<file path="src/verilog/vout_pkg.sv">
// package: constants and carriers for the video output stage
package vout_pkg;

  // output code levels
  localparam logic [7:0] STD_BLACK    = 8'h10; // 16
  localparam logic [7:0] STD_AMPL     = 8'he0; // 224
  localparam logic [7:0] CVBS_BLACK   = 8'h40; // 64
  localparam logic [7:0] CVBS_AMPL    = 8'h95; // 149
  localparam logic [7:0] CHROMA_MID   = 8'h80; // 128
  localparam logic [7:0] CHROMA_AMPL  = 8'h70; // 112
  localparam logic [7:0] HELP_AMPL    = 8'h6d; // 109
  localparam logic [7:0] WSS_LEVEL    = 8'h44; // 68
  localparam logic [7:0] WSS_AMPL     = 8'h6a; // 106
  localparam logic [7:0] HREF_LEVEL   = 8'h80; // 128
  localparam logic [7:0] HREF_AMPL    = 8'h13; // 19

  // line numbers of the 625 line raster
  localparam logic [9:0] LINE_REF_A   = 10'h017; // 23
  localparam logic [9:0] HELP_A_LO    = 10'h018; // 24
  localparam logic [9:0] HELP_A_HI    = 10'h03b; // 59
  localparam logic [9:0] CORE_A_LO    = 10'h03c; // 60
  localparam logic [9:0] CORE_A_HI    = 10'h112; // 274
  localparam logic [9:0] HELP_B_LO    = 10'h113; // 275
  localparam logic [9:0] HELP_B_HI    = 10'h136; // 310
  localparam logic [9:0] HELP_C_LO    = 10'h150; // 336
  localparam logic [9:0] HELP_C_HI    = 10'h173; // 371
  localparam logic [9:0] CORE_B_LO    = 10'h174; // 372
  localparam logic [9:0] CORE_B_HI    = 10'h24a; // 586
  localparam logic [9:0] HELP_D_LO    = 10'h24b; // 587
  localparam logic [9:0] HELP_D_HI    = 10'h26e; // 622
  localparam logic [9:0] LINE_REF_B   = 10'h26f; // 623

  // vertical lag of outputs behind input, in lines
  localparam int         VLAG_LINES   = 3;
  localparam int         FIFO_DEPTH   = 32;
  localparam logic [7:0] BAR_STEP     = 8'h20;

  typedef enum logic [1:0] {
    PAT_RAMP = 2'b00,
    PAT_FLAT = 2'b01,
    PAT_BAR  = 2'b11
  } pattern_t;

  typedef enum logic [1:0] {
    LT_NORMAL = 2'b00,
    LT_HELPER = 2'b01,
    LT_REF    = 2'b11,
    LT_CORE   = 2'b10
  } line_type_t;

  typedef struct packed {
    logic [7:0] luma;
    logic [7:0] chroma;
    logic [7:0] composite;
    logic [7:0] helper;
    logic       wss_part;
    logic       hsync;
    logic       vsync;
  } sample_t;

  localparam int SAMPLE_W = $bits(sample_t);

endpackage

</file>
<file path="src/verilog/video_output_stage.sv">
// video output stage: tristate, test patterns, PAL+ line handling, sync latch
// Functional notes
// - register control can tristate every data/sync pin
// - enable pin low tristates data outputs immediately
// - test mode substitutes ramps, flat field, colour bar
// - helper-line samples use the signed chroma-style scaling; the signalling part of reference lines uses the luma path
// - comb filter off on every helper line
// - core lines carry scaled composite on luma
// - helper window lines carry demodulated helper on luma
// - reference lines treat signalling part separately
// - component levels black 16, chroma 128+-112
// - composite levels black 64, amplitude 149
// - helper signed +-109; signalling level 68, no chroma
// - helper black and burst around 128, amplitude 19
// - sync outputs latched on line-locked clock
// - vertical output timing lags input three lines
`timescale 1ns/1ps
`default_nettype none
module video_output_stage
  import vout_pkg::*;
(
  // clock and reset
  input  wire logic       CLK_SYS,
  input  wire logic       NRST,
  // processed input stream
  input  wire logic [7:0] IN_LUMA,
  input  wire logic [7:0] IN_CHROMA,
  input  wire logic [7:0] IN_COMPOSITE,
  input  wire logic [7:0] IN_HELPER,
  input  wire logic       IN_WSS_PART,
  input  wire logic       IN_HSYNC,
  input  wire logic       IN_VSYNC,
  input  wire logic       IN_VALID,
  output logic            IN_READY,
  // configuration
  input  wire logic       DATA_TRISTATE,
  input  wire logic       SYNC_TRISTATE,
  input  wire logic       PIXEL_OUTPUT_ENABLE_PIN,
  input  wire logic       TEST_MODE,
  input  wire logic [1:0] TEST_PATTERN,
  input  wire logic       PALPLUS_MODE,
  input  wire logic       COMPOSITE_FMT,
  input  wire logic       CHROMA_SIGNED,
  // comb filter control
  output logic            COMB_ADAPT_EN,
  // pins toward the back-end
  output logic [7:0]      Y_OUT,
  output logic            Y_OE,
  output logic [7:0]      C_OUT,
  output logic            C_OE,
  output logic            HSYNC_OUT,
  output logic            VSYNC_OUT,
  output logic            SYNC_OE,
  output logic            OUT_VALID
);

  ////////////////////////////////////////////////////////////////////////////
  // helpers

  function automatic logic in_range(input logic [9:0] n, input logic [9:0] lo,
                                    input logic [9:0] hi);
    return (n >= lo) && (n <= hi);
  endfunction

  // map a full-range value onto black..black+ampl, no clamping
  function automatic logic [7:0] scale_luma(input logic [7:0] v,
                                            input logic [7:0] black,
                                            input logic [7:0] ampl);
    logic [15:0] p;
    p = 16'(v) * 16'(ampl);
    return 8'(16'(black) + (p >> 8));
  endfunction

  // offset binary sample to signed +-ampl; shared by chroma, helper and reference burst
  function automatic logic [7:0] scale_signed(input logic [7:0] v,
                                              input logic [7:0] ampl);
    logic signed [15:0] s;
    s = 16'(signed'({1'b0, v}) - signed'({1'b0, CHROMA_MID})) * signed'(16'(ampl));
    return 8'(s >>> 7);
  endfunction

  function automatic logic [7:0] scale_chroma(input logic [7:0] v,
                                              input logic       sgn);
    logic [7:0] s;
    s = scale_signed(v, CHROMA_AMPL);
    return sgn ? s : s + CHROMA_MID;
  endfunction

  ////////////////////////////////////////////////////////////////////////////
  // input buffer

  sample_t    fifo_in;
  sample_t    cur;
  logic       cur_valid;
  logic [SAMPLE_W-1:0] fifo_out_bits;

  assign fifo_in = '{luma: IN_LUMA, chroma: IN_CHROMA, composite: IN_COMPOSITE,
                     helper: IN_HELPER, wss_part: IN_WSS_PART,
                     hsync: IN_HSYNC, vsync: IN_VSYNC};
  assign cur = sample_t'(fifo_out_bits);

  // a tristated data bus holds the stream back instead of dropping it
  logic drain;
  assign drain = Y_OE || !cur_valid;

  vout_fifo #(.WIDTH(SAMPLE_W), .DEPTH(FIFO_DEPTH)) u_fifo (
    .clk      (CLK_SYS),
    .nrst     (NRST),
    .in_data  (fifo_in),
    .in_valid (IN_VALID),
    .in_ready (IN_READY),
    .out_data (fifo_out_bits),
    .out_valid(cur_valid),
    .out_ready(drain)
  );

  logic take;
  assign take = cur_valid && drain;

  ////////////////////////////////////////////////////////////////////////////
  // line counting on the output side

  logic [9:0] line_reg;
  logic       hs_prev_reg;
  logic       vs_prev_reg;
  logic [1:0] vlag_cnt_reg;
  logic       vlag_run_reg;

  always_ff @(posedge CLK_SYS) begin
    if (!NRST) begin
      hs_prev_reg <= 1'b0;
      vs_prev_reg <= 1'b0;
    end else if (take) begin
      hs_prev_reg <= cur.hsync;
      vs_prev_reg <= cur.vsync;
    end
  end

  logic hs_rise;
  logic vs_rise;
  assign hs_rise = take && cur.hsync && !hs_prev_reg;
  assign vs_rise = take && cur.vsync && !vs_prev_reg;

  // vertical output sync follows the input one three lines later
  always_ff @(posedge CLK_SYS) begin
    if (!NRST) begin
      vlag_cnt_reg <= 2'h0;
      vlag_run_reg <= 1'b0;
    end else if (vs_rise) begin
      vlag_cnt_reg <= 2'h0;
      vlag_run_reg <= 1'b1;
    end else if (hs_rise && vlag_run_reg) begin
      vlag_cnt_reg <= vlag_cnt_reg + 2'h1;
      if (vlag_cnt_reg == 2'(VLAG_LINES - 1)) begin
        vlag_run_reg <= 1'b0;
      end
    end
  end

  logic vsync_lagged;
  assign vsync_lagged = vlag_run_reg && hs_rise && (vlag_cnt_reg == 2'(VLAG_LINES - 1));

  always_ff @(posedge CLK_SYS) begin
    if (!NRST) begin
      line_reg <= 10'h000;
    end else if (vs_rise) begin
      line_reg <= 10'h001;
    end else if (hs_rise) begin
      line_reg <= line_reg + 10'h001;
    end
  end

  ////////////////////////////////////////////////////////////////////////////
  // line classification

  line_type_t ltype;
  always_comb begin
    ltype = LT_NORMAL;
    if (PALPLUS_MODE) begin
      if (line_reg == LINE_REF_A || line_reg == LINE_REF_B) begin
        ltype = LT_REF;
      end else if (in_range(line_reg, CORE_A_LO, CORE_A_HI) ||
                   in_range(line_reg, CORE_B_LO, CORE_B_HI)) begin
        ltype = LT_CORE;
      end else if (in_range(line_reg, HELP_A_LO, HELP_A_HI) ||
                   in_range(line_reg, HELP_B_LO, HELP_B_HI) ||
                   in_range(line_reg, HELP_C_LO, HELP_C_HI) ||
                   in_range(line_reg, HELP_D_LO, HELP_D_HI)) begin
        ltype = LT_HELPER;
      end
    end
  end

  // helper and reference lines bypass the adaptive comb
  assign COMB_ADAPT_EN = !(ltype == LT_HELPER || ltype == LT_REF);

  ////////////////////////////////////////////////////////////////////////////
  // test pattern generator

  logic [7:0] pix_cnt_reg;
  always_ff @(posedge CLK_SYS) begin
    if (!NRST) begin
      pix_cnt_reg <= 8'h00;
    end else if (hs_rise) begin
      pix_cnt_reg <= 8'h00;
    end else if (take) begin
      pix_cnt_reg <= pix_cnt_reg + 8'h01;
    end
  end

  logic [7:0] pat_y;
  logic [7:0] pat_c;
  logic [2:0] bar;
  always_comb begin
    bar = pix_cnt_reg[7:5];
    case (pattern_t'(TEST_PATTERN))
      PAT_RAMP: begin
        pat_y = pix_cnt_reg;
        pat_c = pix_cnt_reg;
      end
      PAT_FLAT: begin
        pat_y = STD_BLACK + (STD_AMPL >> 1);
        pat_c = CHROMA_MID;
      end
      PAT_BAR: begin
        pat_y = STD_BLACK + STD_AMPL - 8'(bar * BAR_STEP);
        pat_c = pix_cnt_reg[0] ? CHROMA_MID + 8'(bar * 8'h0e)
                               : CHROMA_MID - 8'(bar * 8'h0e);
      end
      default: begin
        pat_y = STD_BLACK;
        pat_c = CHROMA_MID;
      end
    endcase
  end

  ////////////////////////////////////////////////////////////////////////////
  // sample selection and code levels

  logic [7:0] y_next;
  logic [7:0] c_next;
  always_comb begin
    // helper lines use the signed scaling shared with chroma; the reference signalling part takes the scaled luma path
    y_next = COMPOSITE_FMT ? scale_luma(cur.luma, CVBS_BLACK, CVBS_AMPL)
                           : scale_luma(cur.luma, STD_BLACK, STD_AMPL);
    c_next = scale_chroma(cur.chroma, CHROMA_SIGNED);
    case (ltype)
      LT_CORE: begin
        y_next = scale_luma(cur.composite, CVBS_BLACK, CVBS_AMPL);
      end
      LT_HELPER: begin
        y_next = scale_signed(cur.helper, HELP_AMPL);
        c_next = 8'h00;
      end
      LT_REF: begin
        if (cur.wss_part) begin
          y_next = scale_luma(cur.helper, WSS_LEVEL, WSS_AMPL);
        end else begin
          y_next = HREF_LEVEL + scale_signed(cur.helper, HREF_AMPL);
        end
        c_next = 8'h00;
      end
      default: begin
      end
    endcase
    if (TEST_MODE) begin
      y_next = pat_y;
      c_next = pat_c;
    end
  end

  logic [7:0] y_reg;
  logic [7:0] c_reg;
  logic       valid_reg;
  always_ff @(posedge CLK_SYS) begin
    if (!NRST) begin
      y_reg     <= STD_BLACK;
      c_reg     <= CHROMA_MID;
      valid_reg <= 1'b0;
    end else begin
      valid_reg <= take;
      if (take) begin
        y_reg <= y_next;
        c_reg <= c_next;
      end
    end
  end

  // sync latched on the (line-locked) output clock
  logic hs_reg;
  logic vs_reg;
  always_ff @(posedge CLK_SYS) begin
    if (!NRST) begin
      hs_reg <= 1'b0;
      vs_reg <= 1'b0;
    end else begin
      hs_reg <= take ? cur.hsync : hs_reg;
      if (vsync_lagged) begin
        vs_reg <= 1'b1;
      end else if (hs_rise) begin
        vs_reg <= 1'b0;
      end
    end
  end

  ////////////////////////////////////////////////////////////////////////////
  // pin drive

  assign Y_OUT     = y_reg;
  assign C_OUT     = c_reg;
  assign HSYNC_OUT = hs_reg;
  assign VSYNC_OUT = vs_reg;
  assign OUT_VALID = valid_reg && Y_OE;
  // enable pin acts combinationally so another source can take the bus at once
  assign Y_OE      = !DATA_TRISTATE && PIXEL_OUTPUT_ENABLE_PIN;
  assign C_OE      = !DATA_TRISTATE && PIXEL_OUTPUT_ENABLE_PIN;
  assign SYNC_OE   = !SYNC_TRISTATE;

  ////////////////////////////////////////////////////////////////////////////
  // checks

  data_gate_a: assert property (@(posedge CLK_SYS) disable iff (!NRST)
    (DATA_TRISTATE || !PIXEL_OUTPUT_ENABLE_PIN) |-> (!Y_OE && !C_OE))
    else $error("data driven while disabled");

  pin_release_a: assert property (@(posedge CLK_SYS) disable iff (!NRST)
    $fell(PIXEL_OUTPUT_ENABLE_PIN) |-> !Y_OE)
    else $error("enable pin did not release bus");

  sync_tri_a: assert property (@(posedge CLK_SYS) disable iff (!NRST)
    SYNC_OE == !SYNC_TRISTATE)
    else $error("sync enable wrong");

  comb_off_a: assert property (@(posedge CLK_SYS) disable iff (!NRST)
    (PALPLUS_MODE && in_range(line_reg, HELP_A_LO, HELP_A_HI)) |-> !COMB_ADAPT_EN)
    else $error("comb active on helper line");

  test_pat_a: assert property (@(posedge CLK_SYS) disable iff (!NRST)
    (take && TEST_MODE) |=> (Y_OUT == $past(pat_y)))
    else $error("test pattern not output");

  core_luma_a: assert property (@(posedge CLK_SYS) disable iff (!NRST)
    (take && !TEST_MODE && ltype == LT_CORE) |=> (Y_OUT >= CVBS_BLACK))
    else $error("core line below composite black");

  helper_chroma_a: assert property (@(posedge CLK_SYS) disable iff (!NRST)
    (take && !TEST_MODE && ltype == LT_HELPER) |=> (C_OUT == 8'h00))
    else $error("chroma present on helper line");

  std_black_a: assert property (@(posedge CLK_SYS) disable iff (!NRST)
    (take && !TEST_MODE && ltype == LT_NORMAL && !COMPOSITE_FMT && cur.luma == 8'h00)
      |=> (Y_OUT == STD_BLACK))
    else $error("component black level wrong");

  vs_lag_a: assert property (@(posedge CLK_SYS) disable iff (!NRST)
    $rose(VSYNC_OUT) |-> ($past(hs_rise) && $past(vlag_cnt_reg) == 2'(VLAG_LINES - 1)))
    else $error("vertical sync not delayed");

endmodule
`default_nettype wire

</file>
<file path="src/verilog/vout_fifo.sv">
// fifo: buffered sample path with valid/ready on both sides
`timescale 1ns/1ps
`default_nettype none
module vout_fifo #(
  parameter int WIDTH = 8,
  parameter int DEPTH = 32
) (
  // clock and reset
  input  wire logic             clk,
  input  wire logic             nrst,
  // fill side
  input  wire logic [WIDTH-1:0] in_data,
  input  wire logic             in_valid,
  output logic                  in_ready,
  // drain side
  output logic [WIDTH-1:0]      out_data,
  output logic                  out_valid,
  input  wire logic             out_ready
);
  localparam int AW = $clog2(DEPTH);

  logic [WIDTH-1:0] mem [DEPTH];
  logic [AW:0]      wr_ptr_reg;
  logic [AW:0]      rd_ptr_reg;
  logic             full;
  logic             empty;

  assign empty     = (wr_ptr_reg == rd_ptr_reg);
  assign full      = (wr_ptr_reg[AW] != rd_ptr_reg[AW]) &&
                     (wr_ptr_reg[AW-1:0] == rd_ptr_reg[AW-1:0]);
  assign in_ready  = !full;
  assign out_valid = !empty;
  assign out_data  = mem[rd_ptr_reg[AW-1:0]];

  always_ff @(posedge clk) begin
    if (in_valid && !full) begin
      mem[wr_ptr_reg[AW-1:0]] <= in_data;
    end
  end

  always_ff @(posedge clk) begin
    if (!nrst) begin
      wr_ptr_reg <= '0;
    end else if (in_valid && !full) begin
      wr_ptr_reg <= wr_ptr_reg + 1'b1;
    end
  end

  always_ff @(posedge clk) begin
    if (!nrst) begin
      rd_ptr_reg <= '0;
    end else if (out_ready && !empty) begin
      rd_ptr_reg <= rd_ptr_reg + 1'b1;
    end
  end
endmodule
`default_nettype wire

</file>
<file path="config.mk">
export PLATFORM = sky130hd
export DESIGN_NAME = video_output_stage
export DESIGN_NICKNAME = d
export VERILOG_FILES = /design/src/verilog/vout_pkg.sv /design/src/verilog/video_output_stage.sv /design/src/verilog/vout_fifo.sv
export SDC_FILE = /design/constraint.sdc
export NUM_CORES = 1
export LEC_CHECK = 0
export BUFFER_PORTS_ARGS = -buffer_cell sky130_fd_sc_hd__buf_2
export CAP_MARGIN = 10
export CELL_PAD_IN_SITES_DETAIL_PLACEMENT = 1
export CELL_PAD_IN_SITES_GLOBAL_PLACEMENT = 2
export CORE_MARGIN = 10
export CORE_UTILIZATION = 45
export DETAILED_ROUTE_END_ITERATION = 6
export GPL_ROUTABILITY_DRIVEN = 0
export PLACE_DENSITY = 0.78
export SLEW_MARGIN = 20
export SYNTH_ARGS = -nofsm -noshare
export SYNTH_HDL_FRONTEND = slang
export SYNTH_SLANG_ARGS = --single-unit
</file>
<file path="constraint.sdc">
create_clock -name CLK_SYS -period 7 [get_ports CLK_SYS]
set_input_delay 1.4 -clock CLK_SYS [delete_from_list [all_inputs] [get_ports CLK_SYS]]
set_output_delay 1.4 -clock CLK_SYS [all_outputs]
set_load 0.05 [all_outputs]
</file>
==> results.toml, run 1 <==
[placement]
dp_cells = 4298
io_buffers = 70
dpl.hpwl_mm = 80.40
place_ws_ns = 0.3639

[sta]
hold_viol = 0
rsz0062_at_grt = "no"
worst_slack_ns = 0.3865
tns_ns = 0
finalCritPeriodShare = 0.9448
drv_slew = 0
worstMarginPinSlew_ns = 1.137
fmax_ghz = 0.1512
setup_viol = 0
period_needed_ns = 6.613
skew_ns = 0.07155
slew_headroom = 0.2400

[synthesis]
synthTopCellsByCount = "1120 x edfxtp_1, 326 x mux4_2, 191 x ha_1"
synth_most_common_cell = "edfxtp_1"
synth_edf_count = 1120
synth_area_per_cell_sq_um = 18.73
ys_warn_count = 0
yosys-top-cells-area = "edfxtp_1 65%, mux4_2 14%, ha_1 4.6%"
synth.largest_area_cell = "edfxtp_1"
ys_seq_area_frac = 0.6729
synthCells = 2760
yosysTopAreaCellShare = 0.6505
synth_nets = 3055
ys_ff_latch = 1178
synth_flop_cell = "edfxtp_1"
yosysUniqueCellTypes = 81
ys_async_sr_fraction = 0
syn-cell-area_sq_um = 51710

[global_route]
grt_pass1_vias = 28260
grt_max_degree = 90
grt.overflow.total = 0
grt_pass1_wl_mm = 200.4
antenna_found_initial = 12
grtUsageTotal = 0.2091

[job]
drv_cap = 0

[floorplan]
core-area_sq_um = 114200
start_util = 0.4528
num_rows = 124
pin_count = 71
die_y_microns = 359.0
dieArea_sq_um = 128900
die_w_microns = 359.0

[clock_tree]
cts_root_buffer = "clkbuf_16"
clock_sinks = 1178
cts_made_buffers = 118
cts_tree = "done"
htree_levels = 3
cts_setup_buffers = 0
cts-resized-gates = 0
clock_path_buffers = 3
holdBufCountCts = 0
insertion_delay_ns = 0.75
clkTransAtPathRegs_ns = 0.06

[worst_setup_path]
arrival_ns = 7.22
path_class = "flop to flop"
crit_required_ns = 7.61
endpoint_kind = "flop"
rr_worst_depth = 20
path_max_fanout = 43
critPathLaunchType = "flop"

[power]
seqPwrFrac = 0.448
clkPwrFrac = 0.350
p_leak_nw = 19.06
ir_worst_vdd_mv = 0.2189
p_comb_frac = 0.203
p_total_w = 0.01741
switchingPower_w = 0.004802
swShare = 0.2758
power_density_nw_per_um2 = 299.7
cell_internal_pwr_w = 0.01261

[detailed_routing]
dr_total_vias = 27240
wl_per_cell_microns = 30.29
wl_mm = 136.9
via_per_inst = 6.028
drtIter0Drc = 3076
ant_nets = 0
first_pass_iters = 7
drc_errors = 0

[cells_and_area]
area_delta_synth_final_pct = 12.36
nets = 3201
post-route-util = 0.5088
largest_reg_flops = 1120
stdcell_count = 4519
drive_above_1_share = 0.2377

[min_path]
holdPathStages = 2
hp-class = "flop to flop"

[run_status]
outcome = "finished clean"
==> placed cells by master (no fill, tap or decap), types with 11 or more instances in the layout <==
cell / count
nand2b_1: 13
dfxtp_1: 53
buf_4: 61
nor2_4: 32
clkinv_2: 22
or3_1: 14
clkbuf_16: 119
nor3_1: 30
o21ai_0: 32
inv_1: 190
edfxtp_1: 1120
nand3_1: 25
nand2_1: 62
a21boi_0: 11
buf_12: 13
a31oi_1: 14
ha_1: 191
a22oi_1: 20
xor2_1: 32
nor2_1: 56
clkbuf_1: 29
xnor2_1: 42
a21oi_1: 50
buf_2: 70
and2_1: 12
fa_1: 57
mux2i_1: 52
mux2_2: 23
nand4_1: 17
o21a_1: 15
clkinv_1: 29
mux4_2: 326
==> layout make-up <==
cell class / instances / area [sq um]
clock buffers: 148 / 3087
flip-flops and latches: 1178 / 34810
repair buffers: 144 / 1069
well taps: 1512 / 1892
fillers: 10470 / 56090
multi-input cells: 1273 / 15890
inverters: 191 / 716.9
diodes: 3 / 7.507
clock inverters: 70 / 626.9
==> stage by stage <==
step	instance area [sq um]	hold slack, ns
detailed placement	54380	0.4632
finish	58100	0.4658
global placement	54380	0.4461
global route	58090	0.5027
CTS	58090	0.4722
floorplan	51710	0.4377
==> worst max-delay path, cell delays in order, from the launching register on <==
cell and delay (ns):
dfxtp_4 0.50, buf_12 0.35, mux4_2 0.56, mux4_2 0.50, mux2_2 0.40, ha_1 0.44, ha_1 0.32, inv_1 0.05
fa_1 0.50, fa_1 0.55, inv_1 0.04, ha_1 0.33, a21o_1 0.20, a21oi_1 0.21, nor2b_1 0.07, nor2_1 0.12
o31ai_2 0.14, o21ai_1 0.28, mux2i_1 0.29, o2111ai_1 0.21, o32a_1 0.38
==> per-layer routing <==
layer / track usage / routed length (microns) / part of all wire
met1: 0.2889 / 56520 / 0.41
met2: 0.3489 / 68320 / 0.50
met3: 0.02898 / 8865 / 0.065
met4: 0.05086 / 3140 / 0.023
met5: 0 / 41 / 0.00030
==> power groups by stage <==
stage               logic, W  registers [W]  clock network [W]
floorplan            0.00247        0.00796                  0
global placement     0.00343        0.00794                  0
detailed placement   0.00355        0.00794                  0
CTS                  0.00358        0.00779            0.00618
global route         0.00398        0.00779            0.00646
finish               0.00353        0.00779            0.00609
==> kinds of logic (layout without fill, tap and decap cells) <==
group           Yosys count  count (layout)  share of synthesized area
flops                  1178            1178                     0.6729
mux                     407             407                     0.1598
buf+inv                 309             553                    0.02463
simple gates            306             306                    0.02935
fa+ha+maj               249             249                    0.06848
compound gates          235             235                    0.03136
xor+xnor                 76              76                    0.01343
other cells               0               3                          0
==> final timing paths <==
path / end / startpoint / slack (ns)
worst min-delay path: vlag_cnt_reg[1]$_SDFFE_PP0P_ / vlag_cnt_reg[1]$_SDFFE_PP0P_ / 0.47
worst max-delay path: Y_OUT[7]$_SDFFE_PN0P_ / flop / 0.39
worst min register to register: vlag_cnt_reg[1]$_SDFFE_PP0P_ / vlag_cnt_reg[1]$_SDFFE_PP0P_ / 0.47
worst max register to register: Y_OUT[7]$_SDFFE_PN0P_ / flop / 0.39
Note: power is estimated with default switching activity, not from simulation.
==> run 2, diff against run 1 <==
Settings changed: PLACE_DENSITY 0.78 to not set, PLACE_DENSITY_LB_ADDON set to 0.1.
==> results.toml, run 2 (synthesis results as in run 1) <==
[global_route]
grt.overflow.total = 0
antenna_found_initial = 9
grt_pass1_vias = 28440
grt_max_degree = 53
grtUsageTotal = 0.2162
grt_pass1_wl_mm = 205.2

[cells_and_area]
nets = 3225
design_area_sq_um = 58420
final_common_cell = "edfxtp_1"
regArea_sq_um = 34810
mostFrequentLayoutCells = "1120 x edfxtp_1, 326 x mux4_2, 191 x ha_1"
drive_above_1_share = 0.2460
multi_input_area_sq_um = 15910
area_delta_synth_final_pct = 12.98
largest_reg_flops = 1120
fillCellCount = 10460

[run_status]
outcome = "finished clean"

[sta]
fmax_ghz = 0.1530
hold_viol = 0
skew_ns = 0.03902
finalCritPeriodShare = 0.9337
drv_slew = 0
rsz0062_at_grt = "no"
worstMarginPinSlew_ns = 1.151
period_needed_ns = 6.536
worst_slack_ns = 0.4640
slew_headroom = 0.2307
tns_ns = 0
setup_viol = 0
hold_slack_ns = 0.4616

[clock_tree]
clkTransAtPathRegs_ns = 0.06
cts_tree = "done"
holdBufCountCts = 0
cts_root_buffer = "clkbuf_16"
cts_made_buffers = 119
htree_levels = 3
insertion_delay_ns = 0.72
clock_sinks = 1178
clock_path_buffers = 3

[floorplan]
start_util = 0.4528
dieArea_sq_um = 128900
die_w_microns = 359.0
die_y_microns = 359.0
num_rows = 124
core-area_sq_um = 114200
pin_count = 71

[worst_setup_path]
path_class = "flop to flop"
endpoint_kind = "flop"
rr_worst_depth = 21
path_max_fanout = 25
arrival_ns = 7.14
max_stage_delay_ns = 0.54
worst_path_most_repeated_cell = "ha_1"
crit_required_ns = 7.61
slowest_stage = "mux4_2"
crit_chain = "buf_12, buf_12, mux4_2, mux4_2, mux2_2, ha_1, ha_1, inv_1, fa_1, fa_1, inv_1, ha_1, a21o_1, a21oi_1, nor2b_1, nor2_1, o31ai_2, o21ai_1, mux2i_1, o2111ai_1, o32a_1"
critPathLaunchType = "flop"

[power]
cell_internal_pwr_w = 0.01265
swShare = 0.2784
seqPwrFrac = 0.444
p_leak_nw = 19.22
clkPwrFrac = 0.350
switchingPower_w = 0.004880
power_density_nw_per_um2 = 300.1
ir_worst_vdd_mv = 0.2557
p_comb_frac = 0.205

[min_path]
hp-class = "flop to flop"
holdPathStages = 2

[detailed_routing]
ant_nets = 0
wl_mm = 141.2
met1Wirelength_mm = 60.28
dr_total_vias = 27060
first_pass_iters = 6
via_per_inst = 5.952
drc_errors = 0
highest_layer = "met5"
met2_length_mm = 70.93
wl_per_cell_microns = 31.06
wl_met3_mm = 7.578
drtIter0Drc = 2662

[job]
drv_cap = 0

[placement]
io_buffers = 70
place_ws_ns = 0.2948
dpl.hpwl_mm = 82.45
placed_area_sq_um = 54600
run 2: worst paths after layout:
| kind | startpoint | end | slack, ns |
|---|---|---|---|
| worst max-delay path | flop | Y_OUT[7]$_SDFFE_PN0P_ | 0.46 |
| worst min-delay path | vlag_cnt_reg[1]$_SDFFE_PP0P_ | vlag_cnt_reg[1]$_SDFFE_PP0P_ | 0.46 |
| worst max register to register | flop | Y_OUT[7]$_SDFFE_PN0P_ | 0.46 |
| worst min register to register | vlag_cnt_reg[1]$_SDFFE_PP0P_ | vlag_cnt_reg[1]$_SDFFE_PP0P_ | 0.46 |
run 2: metal layers:
| layer | track usage | vias up |
|---|---|---|
| met4 | 0.04311 | 8 |
| li1 | - | 11410 |
| met2 | 0.3660 | 848 |
| met1 | 0.2981 | 14640 |
| met3 | 0.02973 | 149 |
| met5 | 0 | - |
run 2: through the flow:
step	instances	power, W	utilization
global route	4545	0.01842	0.5115
detailed placement	4320	0.01157	0.4781
CTS	4544	0.01770	0.5111
finish	4546	0.01753	0.5116
global placement	4316	0.01148	0.4774
floorplan	2760	0.01043	-
run 2: area by class of cell:
cell class / instances / area share
Inverter: 191 / 0.01227
Tap cell: 1512 / 0.03239
Timing Repair Buffer: 167 / 0.02258
Clock inverter: 80 / 0.01189
Clock buffer: 144 / 0.05258
Sequential cell: 1178 / 0.5959
Antenna cell: 1 / 0.00004284
Multi-Input combinational cell: 1273 / 0.2724
run 2: power by group through the flow:
stage	logic [W]	clock network, W	registers (W)
6_report	0.00360	0.00614	0.00779
5_1_grt	0.00406	0.00657	0.00779
4_1_cts	0.00365	0.00627	0.00779
3_5_place_dp	0.00363	0	0.00794
3_3_place_gp	0.00355	0	0.00793
2_1_floorplan	0.00247	0	0.00796
run 2: worst max-delay path, delay by kind of cell (launching register included):
kind	cells	cell delay, ns
fa+ha+maj	5	2.12
mux	4	1.62
compound gates	6	1.29
buf+inv	4	0.62
flops	1	0.51
simple gates	2	0.20
run 2: repair_timing:
action / 4_1_cts / 5_1_grt
buffers inserted: 0 / 0
hold endpoints to repair: 0 / 0
resized for setup: 0 / 4
endpoints found under the setup margin: 0 / 3
